<file path="src/hw/irq_ctrl_pkg.sv">
// Constants of the interrupt and reset control block: RAM bit locations, vectors, reset values.
// Assumes the core reaches the control bits through a nibble-wide RAM bit port.
// What this block does
// - Seven sources, fixed priority 1..7, vectors 0x0002 to 0x000E in steps of two.
// - Reset and stop-cancel vector to zero; stop-cancel counts only in stop mode.
// - Take a source when enabled, flagged, unmasked, and no higher unmasked source pending.
// - Lower-priority flags and masks never change the issued vector.
// - Global enable at 0x000 bit 0; cleared on taking, set on return.
// - External flags set on rising edge of their inputs; 1 means pending.
// - External masks at 0x000 bit 3 and 0x001 bit 1; 1 blocks.
// - Stop-cancel keeps port B mode bit 3 and sets RAM-valid; other resets clear both.
// - Reset clears enable and flags, sets every mask.
// - Software writes can clear a flag but never set it.
// - After acknowledge: finish instruction, clear enable in cycle two, jump in cycle three.
package irq_ctrl_pkg;
  // ==========================================================================
  // Control word locations and bit positions
  localparam logic [1:0] ADDR_WORD0 = 2'h0;
  localparam logic [1:0] ADDR_WORD1 = 2'h1;
  localparam logic [1:0] ADDR_WORD2 = 2'h2;
  localparam logic [1:0] ADDR_WORD3 = 2'h3;
  localparam int NUM_SRC = 7;
  // Source order: 0 ext0, 1 ext1, 2 timer A, 3 timer B, 4 timer C, 5 A/D, 6 serial.
  // Flag and mask bit positions per source, word index then bit.
  localparam logic [1:0] FLAG_WORD [NUM_SRC] = '{2'h0, 2'h1, 2'h1, 2'h2, 2'h2, 2'h3, 2'h3};
  localparam int         FLAG_BIT  [NUM_SRC] = '{2, 0, 2, 0, 2, 0, 2};
  localparam int         MASK_BIT  [NUM_SRC] = '{3, 1, 3, 1, 3, 1, 3};
  localparam int         IE_BIT = 0;
  // ==========================================================================
  // Vectors and reset values
  localparam logic [15:0] VEC_RESET = 16'h0000;
  localparam logic [15:0] VEC_BASE  = 16'h0002;
  localparam logic [15:0] VEC_STEP  = 16'h0002;
  localparam logic [NUM_SRC-1:0] FLAG_RESET = 7'h00;
  localparam logic [NUM_SRC-1:0] MASK_RESET = 7'h7F;
  localparam logic IE_RESET = 1'b0;
  // Cycles of the acknowledge sequence.
  localparam int ACK_CYCLES = 3;
endpackage

</file>
<file path="src/hw/ext_edge_sync.sv">
// Two-flop synchroniser with rising-edge pulse for one external interrupt pin.
// Assumes the pin level is asynchronous to core_clk; the rise is seen one to two cycles late.
`timescale 1ns/1ps
`default_nettype none
module ext_edge_sync (
  // Clock and reset
  input  wire logic core_clk,
  input  wire logic nrst,
  // Pin and event
  input  wire logic pin_level,
  output logic      rise_pulse
);
  logic meta;
  logic sync;
  logic prev;
  // ==========================================================================
  // Synchroniser
  // Only the second and third stages are looked at, so no logic reads a metastable value.
  always_ff @(posedge core_clk or negedge nrst) begin
    if (!nrst) begin
      meta <= 1'b0;
      sync <= 1'b0;
      prev <= 1'b0;
    end else begin
      meta <= pin_level;
      sync <= meta;
      prev <= sync;
    end
  end
  assign rise_pulse = sync & ~prev;
endmodule
`default_nettype wire

</file>
<file path="src/hw/interrupt_reset_control.sv">
// Interrupt arbitration, control bits and stop-cancel entry of the small 4-bit core.
// Assumes the core drives a one-cycle bit-port write, instruction-boundary and return strobes.
`timescale 1ns/1ps
`default_nettype none
module interrupt_reset_control
  import irq_ctrl_pkg::*;
(
  // Clock and reset
  input  wire logic        core_clk,
  input  wire logic        nrst,
  // External pins
  input  wire logic        ext_irq_in0,
  input  wire logic        ext_irq_in1,
  input  wire logic        stop_cancel_in,
  // Internal request events, one-cycle pulses
  input  wire logic        timer_a_event,
  input  wire logic        timer_b_event,
  input  wire logic        timer_c_event,
  input  wire logic        conv_done_event,
  input  wire logic        shift_done_event,
  // Control-bit port from the core
  input  wire logic [1:0]  ctl_addr,
  input  wire logic        ctl_wr,
  input  wire logic [3:0]  ctl_wdata,
  output logic      [3:0]  ctl_rdata,
  // Core sequencer
  input  wire logic        instr_boundary,
  input  wire logic        return_from_irq_instr,
  input  wire logic        stop_mode,
  input  wire logic        portb_mode_bit3_wr,
  input  wire logic        portb_mode_bit3_wdata,
  output logic             irq_ack,
  output logic             irq_push,
  output logic             irq_jump,
  output logic      [15:0] irq_vector,
  output logic             stop_cancel_req,
  output logic             ram_valid_flag,
  output logic             portb_mode_bit3
);
  typedef enum logic [1:0] {S_IDLE, S_FINISH, S_SAVE, S_JUMP} seq_e;
  seq_e seq;
  seq_e next_seq;

  logic                global_irq_enable;
  logic [NUM_SRC-1:0]  flag;
  logic [NUM_SRC-1:0]  mask;
  logic [NUM_SRC-1:0]  hw_set;
  logic [NUM_SRC-1:0]  sw_clr;
  logic [NUM_SRC-1:0]  sw_mask_wr;
  logic [NUM_SRC-1:0]  req;
  logic [NUM_SRC-1:0]  grant;
  logic [NUM_SRC-1:0]  higher_req;
  logic [2:0]          grant_idx;
  logic                any_grant;
  logic                ext0_rise;
  logic                ext1_rise;
  logic                take;
  logic                stop_cancel_seen;

  // ==========================================================================
  // External pins
  ext_edge_sync u_sync0 (
    .core_clk   (core_clk),
    .nrst       (nrst),
    .pin_level  (ext_irq_in0),
    .rise_pulse (ext0_rise)
  );
  ext_edge_sync u_sync1 (
    .core_clk   (core_clk),
    .nrst       (nrst),
    .pin_level  (ext_irq_in1),
    .rise_pulse (ext1_rise)
  );
  assign hw_set = {shift_done_event, conv_done_event, timer_c_event, timer_b_event,
                   timer_a_event, ext1_rise, ext0_rise};

  // ==========================================================================
  // Flags, masks and arbitration per source
  genvar i;
  generate
    for (i = 0; i < NUM_SRC; i++) begin : g_src
      assign sw_clr[i]     = ctl_wr && ctl_addr == FLAG_WORD[i] && !ctl_wdata[FLAG_BIT[i]];
      assign sw_mask_wr[i] = ctl_wr && ctl_addr == FLAG_WORD[i];
      assign req[i]        = flag[i] & ~mask[i];
      if (i == 0) begin : g_top
        assign higher_req[i] = 1'b0;
      end else begin : g_low
        assign higher_req[i] = higher_req[i-1] | req[i-1];
      end
      assign grant[i] = global_irq_enable & req[i] & ~higher_req[i];
      always_ff @(posedge core_clk or negedge nrst) begin
        if (!nrst) begin
          flag[i] <= FLAG_RESET[i];
          mask[i] <= MASK_RESET[i];
        end else begin
          // A hardware event in the clearing cycle wins over the clear.
          if (hw_set[i])
            flag[i] <= 1'b1;
          else if (sw_clr[i])
            flag[i] <= 1'b0;
          if (sw_mask_wr[i])
            mask[i] <= ctl_wdata[MASK_BIT[i]];
        end
      end
    end
  endgenerate

  assign any_grant = |grant;
  always_comb begin
    grant_idx = 3'h0;
    for (int k = NUM_SRC - 1; k >= 0; k--) begin
      if (grant[k])
        grant_idx = 3'(k);
    end
  end

  // ==========================================================================
  // Acknowledge sequence
  assign take = (seq == S_IDLE) && instr_boundary && any_grant && !stop_mode;
  always_comb begin
    next_seq = seq;
    unique case (seq)
      S_IDLE:   if (take) next_seq = S_FINISH;
      S_FINISH: next_seq = S_SAVE;
      S_SAVE:   next_seq = S_JUMP;
      S_JUMP:   next_seq = S_IDLE;
    endcase
  end
  assign irq_ack  = take;
  assign irq_push = (seq == S_SAVE) || (seq == S_JUMP);
  assign irq_jump = (seq == S_JUMP);

  always_ff @(posedge core_clk or negedge nrst) begin
    if (!nrst) begin
      seq <= S_IDLE;
      irq_vector <= VEC_RESET;
    end else begin
      seq <= next_seq;
      // Stop-cancel restarts the core from address zero, just as the pin reset does.
      if (take)
        irq_vector <= VEC_BASE + 16'(grant_idx) * VEC_STEP;
      else if (stop_cancel_req)
        irq_vector <= VEC_RESET;
    end
  end

  // Enable is cleared in the second cycle; a return or write can reopen it in the save or jump cycle.
  always_ff @(posedge core_clk or negedge nrst) begin
    if (!nrst)
      global_irq_enable <= IE_RESET;
    else if (seq == S_FINISH)
      global_irq_enable <= 1'b0;
    else if (return_from_irq_instr)
      global_irq_enable <= 1'b1;
    else if (ctl_wr && ctl_addr == ADDR_WORD0)
      global_irq_enable <= ctl_wdata[IE_BIT];
  end

  // ==========================================================================
  // Stop cancel and retained bits
  assign stop_cancel_req = stop_cancel_in & stop_mode;
  // Pin reset clears these; leaving stop through stop-cancel keeps bit 3 and marks RAM valid.
  always_ff @(posedge core_clk or negedge nrst) begin
    if (!nrst) begin
      ram_valid_flag   <= 1'b0;
      portb_mode_bit3  <= 1'b0;
      stop_cancel_seen <= 1'b0;
    end else begin
      stop_cancel_seen <= stop_cancel_req;
      if (stop_cancel_req)
        ram_valid_flag <= 1'b1;
      if (portb_mode_bit3_wr)
        portb_mode_bit3 <= portb_mode_bit3_wdata;
    end
  end

  // ==========================================================================
  // Read-back
  always_comb begin
    unique case (ctl_addr)
      ADDR_WORD0: ctl_rdata = {mask[0], flag[0], 1'b0, global_irq_enable};
      ADDR_WORD1: ctl_rdata = {mask[2], flag[2], mask[1], flag[1]};
      ADDR_WORD2: ctl_rdata = {mask[4], flag[4], mask[3], flag[3]};
      ADDR_WORD3: ctl_rdata = {mask[6], flag[6], mask[5], flag[5]};
    endcase
  end

  // ==========================================================================
  // Checks
  a_grant_priority: assert property (@(posedge core_clk) disable iff (!nrst)
    take && req[0] |=> irq_vector == VEC_BASE) else $error("ext0 not chosen first");
  a_vector_range: assert property (@(posedge core_clk) disable iff (!nrst)
    irq_jump |-> irq_vector >= 16'h0002 && irq_vector <= 16'h000E) else $error("bad vector");
  a_stop_cancel_in_gate: assert property (@(posedge core_clk) disable iff (!nrst)
    !stop_mode |-> !stop_cancel_req) else $error("stop cancel outside stop");
  a_take_needs_ie: assert property (@(posedge core_clk) disable iff (!nrst)
    take |-> global_irq_enable && (flag & ~mask) != 7'h00) else $error("take without cause");
  a_ie_cleared: assert property (@(posedge core_clk) disable iff (!nrst)
    take |-> ##2 !global_irq_enable) else $error("enable not cleared");
  a_flag_no_sw_set: assert property (@(posedge core_clk) disable iff (!nrst)
    !$past(flag[0]) && flag[0] |-> $past(ext0_rise)) else $error("flag set by software");
  a_ack_sequence: assert property (@(posedge core_clk) disable iff (!nrst)
    take |=> !irq_push ##1 irq_push && !irq_jump ##1 irq_push && irq_jump) else $error("seq");
  a_ram_valid: assert property (@(posedge core_clk) disable iff (!nrst)
    stop_cancel_req |=> ram_valid_flag) else $error("RAM-valid not set");
  a_stop_cancel_in_vector: assert property (@(posedge core_clk) disable iff (!nrst)
    stop_cancel_req |=> irq_vector == VEC_RESET) else $error("stop cancel vector not zero");
  a_flag_set_wins: assert property (@(posedge core_clk) disable iff (!nrst)
    hw_set[0] |=> flag[0]) else $error("hardware set lost");
  a_ie_return: assert property (@(posedge core_clk) disable iff (!nrst)
    return_from_irq_instr && seq != S_FINISH |=> global_irq_enable) else $error("enable not set");
  a_one_grant: assert property (@(posedge core_clk) disable iff (!nrst)
    $onehot0(grant)) else $error("more than one source granted");
  a_no_take_busy: assert property (@(posedge core_clk) disable iff (!nrst)
    seq != S_IDLE |-> !irq_ack) else $error("take during sequence");
  c_take_ext0: cover property (@(posedge core_clk) disable iff (!nrst) take && grant[0]);
  c_take_serial: cover property (@(posedge core_clk) disable iff (!nrst) take && grant[6]);
  c_stop_cancel: cover property (@(posedge core_clk) disable iff (!nrst) stop_cancel_seen);
  c_ie_return: cover property (@(posedge core_clk) disable iff (!nrst) return_from_irq_instr);
  c_hw_wins: cover property (@(posedge core_clk) disable iff (!nrst) hw_set[0] && sw_clr[0]);
endmodule
`default_nettype wire

</file>
<file path="config.mk">
export PLATFORM = sky130hd
export DESIGN_NAME = interrupt_reset_control
export DESIGN_NICKNAME = d
export VERILOG_FILES = /design/src/hw/irq_ctrl_pkg.sv /design/src/hw/ext_edge_sync.sv /design/src/hw/interrupt_reset_control.sv
export SDC_FILE = /design/constraint.sdc
export NUM_CORES = 1
export LEC_CHECK = 0
export BUFFER_PORTS_ARGS = -buffer_cell sky130_fd_sc_hd__buf_4
export CORE_UTILIZATION = 41
export DETAILED_ROUTE_END_ITERATION = 7
export PLACE_DENSITY = 0.73
export REMOVE_ABC_BUFFERS = 1
export SYNTH_ARGS = -nofsm -noshare
export SYNTH_HDL_FRONTEND = slang
export SYNTH_SLANG_ARGS = --single-unit
</file>
<file path="constraint.sdc">
create_clock -name core_clk -period 2 [get_ports core_clk]
set_input_delay 0.2 -clock core_clk [delete_from_list [all_inputs] [get_ports core_clk]]
set_output_delay 0.2 -clock core_clk [all_outputs]
set_load 0.05 [all_outputs]
</file>
==> load_flow_metrics.sql <==
INSERT INTO impl_metrics (metric_group, metric, value, unit) VALUES
('yosys', 'yosysWarningCount', '0', ''),
('cells_and_area', 'layout_common_cells', 'sky130_fd_sc_hd__buf_4, sky130_fd_sc_hd__dfrtp_1, sky130_fd_sc_hd__conb_1', ''),
('detailed_routing', 'detail_route.vias_per_cell', '5.04', ''),
('placement', 'dp_hpwl', '2.23', 'mm'),
('placement', 'gp_congestion', '0.866', ''),
('floorplan', 'die_area', '3970', 'um^2'),
('cells_and_area', 'n_antenna_cell', '0', ''),
('critical_path', 'critical_path.max_fanout', '4', ''),
('clock_tree', 'clock_tree.htree_level_count', '2', ''),
('power', 'lkg_pwr', '0.000908', 'uW'),
('timing', 'fin_tns_setup', '0', 'ps'),
('detailed_routing', 'avgRoutedWirePerCell', '13.5', 'um'),
('grt', 'grt_first_pass_wirelength', '5.18', 'mm'),
('detailed_routing', 'post-route-drc-count', '0', ''),
('cells_and_area', 'final-instance-count-excl-fill', '227', ''),
('grt', 'grt_usage', '17.0', '%'),
('clock_tree', 'number_of_clock_sinks', '29', ''),
('detailed_routing', 'antenna_left', '0', ''),
('grt', 'number_of_antenna_violations_at_the_first_check_in_global_routing', '0', ''),
('critical_path', 'start_kind', 'flip-flop', ''),
('cells_and_area', 'layout_commonest_cell', 'sky130_fd_sc_hd__buf_4', ''),
('timing', 'finalHoldViolations', '0', ''),
('critical_path', 'worst-setup-path-type', 'flip-flop to primary output', ''),
('min_path', 'timing.hold.worst.class', 'input port to flip-flop', ''),
('yosys', 'post_synth.cell_area_avg', '11.2', 'um^2'),
('timing', 'final.period_utilization', '100', '%'),
('yosys', 'yosysSeqAreaShare', '48.1', '%'),
('floorplan', 'top_level_ports', '48', ''),
('power', 'vdd.ir_drop.worst', '501', 'uV'),
('grt', 'first_global_vias', '1080', ''),
('grt', 'maximum_number_of_pins_on_one_net_before_global_route_repair', '30', ''),
('timing', 'fin_worst_skew', '5.93', 'ps'),
('clock_tree', 'cts_buffer_depth', '2', ''),
('timing', 'timing.fmax', '500', 'MHz'),
('flow_run', 'cap_violations', '0', ''),
('clock_tree', 'cts_inserted_buffers', '5', ''),
('floorplan', 'rows', '21', ''),
('placement', 'placement.io_buffers', '35', ''),
('timing', 'hold_ws', '21.5', 'ps'),
('clock_tree', 'tritoncts', 'built', ''),
('power', 'power', '2230', 'uW'),
('detailed_routing', 'routed_wl', '3.06', 'mm'),
('grt', 'globalRoute.totalOverflow', '0', ''),
('cells_and_area', 'fin_nets', '208', ''),
('floorplan', 'die-height', '63.0', 'um'),
('critical_path', 'cp_data_required_time', '1800', 'ps'),
('yosys', 'syn-cell-area', '1530', 'um^2'),
('cells_and_area', 'synthToLayoutAreaGrowth', '29.2', '%'),
('floorplan', 'placeableCoreArea', '3440', 'um^2'),
('timing', 'final_setup_violations', '0', ''),
('timing', 'final.min_clock_period', '2000', 'ps'),
('timing', 'max_slew.worst_pin.slew', '610', 'ps'),
('cells_and_area', 'post_route_cells_drive_above_1_share', '38.7', '%'),
('placement', 'post-place-cells', '214', ''),
('timing', 'rsz0062_at_grt', 'true', ''),
('clock_tree', 'clkLatencyLatePin', '280', 'ps'),
('detailed_routing', 'dr.first_iter.drc_count', '65', ''),
('detailed_routing', 'vias', '1143', ''),
('critical_path', 'worst_ep_arrival_time', '1800', 'ps'),
('cells_and_area', 'fillerInstances', '308', ''),
('clock_tree', 'clock_tree_root_buffer_cell', 'sky130_fd_sc_hd__clkbuf_8', ''),
('critical_path', 'timing.critical_path.to_type', 'primary output', ''),
('clock_tree', 'clk_pin_slew', '60', 'ps'),
('yosys', 'syn_inst', '136', ''),
('power', 'power.density', '1130', 'nW/um^2'),
('floorplan', 'initial_cell_density_of_the_core', '44.3', '%'),
('floorplan', 'fp.dieW', '63.0', 'um'),
('yosys', 'netlist-cell-type-count', '39', ''),
('yosys', 'synth.ff_latch_count', '29', ''),
('detailed_routing', 'drtPass1Iterations', '4', ''),
('timing', 'finalMaxSlewViolations', '0', ''),
('run_status', 'run_status', 'completed', ''),
('timing', 'worst_slew_margin_rel', '59.2', '%');
[state kept, by name (all words and copies together), names as in the netlist, 2 cells and up]
register	cells
irq_vector	4
seq	2
flag	7
mask	7
[area by class of cell]
class | count | area [um^2] | area share (%)
Timing Repair Buffer | 40 | 310 | 15.7
Inverter | 9 | 33.8 | 1.71
Clock inverter | 2 | 37.5 | 1.90
Sequential cell | 29 | 734 | 37.2
Clock buffer | 6 | 82.6 | 4.19
Multi-Input combinational cell | 95 | 716 | 36.3
Tap cell | 46 | 57.6 | 2.92
[worst paths after layout]
path	depth (start not counted)	slack, ps	from	to
setup / recovery	5	0.9	mask[1]	irq_ack
hold / removal	1	20	ext_irq_in1	u_sync1.meta
max in group asynchronous	2	1320	nrst	mask[1]
setup reg to reg	5	110	mask[1]	irq_vector[3]
hold reg to reg	0	350	u_sync1.meta	u_sync1.sync
min in group asynchronous	2	380	nrst	flag[4]
[power breakdown]
part	internal, uW	switching, uW
registers	696	76.3
logic	302	522
clock network	404	225
[logic make-up after synthesis]
logic type | synth area share [%]
mux | 12.4
fa+ha+maj | 4.92
simple gates | 16.2
buf+inv | 8.61
flops | 48.1
compound gates | 9.51
other cells | 0.246
[synth_stat cells (all sizes together)]
cell type	number	share of area, %
o21ai	14	5.3
o32ai	1	0.57
dfstp	7	12
o31ai	1	0.49
o211ai	1	0.49
a31oi	2	0.82
nand2b	8	3.3
clkbuf	2	0.49
inv	9	2.2
or3	1	0.41
a21oi	2	0.66
conb	1	0.25
nor4b	1	0.57
or2	1	0.41
buf	12	5.9
ha	6	4.9
nand3	2	0.66
nor2	3	0.74
nand4b	1	0.57
nor3	2	0.66
nor4	1	0.41
or4b	1	0.90
nor2b	6	3.0
nand3b	2	0.98
mux2i	2	1.3
a311o	1	0.66
and3	2	0.82
mux4	3	4.4
nor3b	1	0.49
dfrtp	22	36
and4b	1	0.66
a211oi	1	0.49
mux2	9	6.6
nand2	7	1.7
[timing repair]
action                     in CTS  in global routing
hold endpoints to repair       22                  0
setup endpoints to repair       1                  1
setup buffers                   4                  0
resized for setup               3                  3
pin swaps                       2                  0
hold buffers                    1                  0
[layer usage]
metal / vias up / share of wire (%) / track usage, %
met5: - / 0 / 0
met4: 0 / 1.7 / 6.98
met3: 6 / 7.4 / 6.02
met2: 49 / 47 / 25.3
met1: 552 / 44 / 22.4
li1: 536 / - / -
[per-stage QoR]
stage          utilization [%]  setup WS (ps)  instance area [um^2]
6_report                  57.3          0.912                  1970
5_1_grt                   57.3          -50.0                  1970
4_1_cts                   57.1          0.165                  1970
3_5_place_dp              52.0            131                  1790
3_3_place_gp              52.0            168                  1790
2_1_floorplan                -            162                  1470
[critical path, stage by stage (launching register included)]
cell and delay (ps):
sky130_fd_sc_hd__dfstp_2 540, sky130_fd_sc_hd__nor2b_2 60, sky130_fd_sc_hd__or4b_4 560, sky130_fd_sc_hd__o21ai_4 150, sky130_fd_sc_hd__inv_2 60, sky130_fd_sc_hd__buf_8 150
No activity file was read; power rests on OpenSTA's default activity.
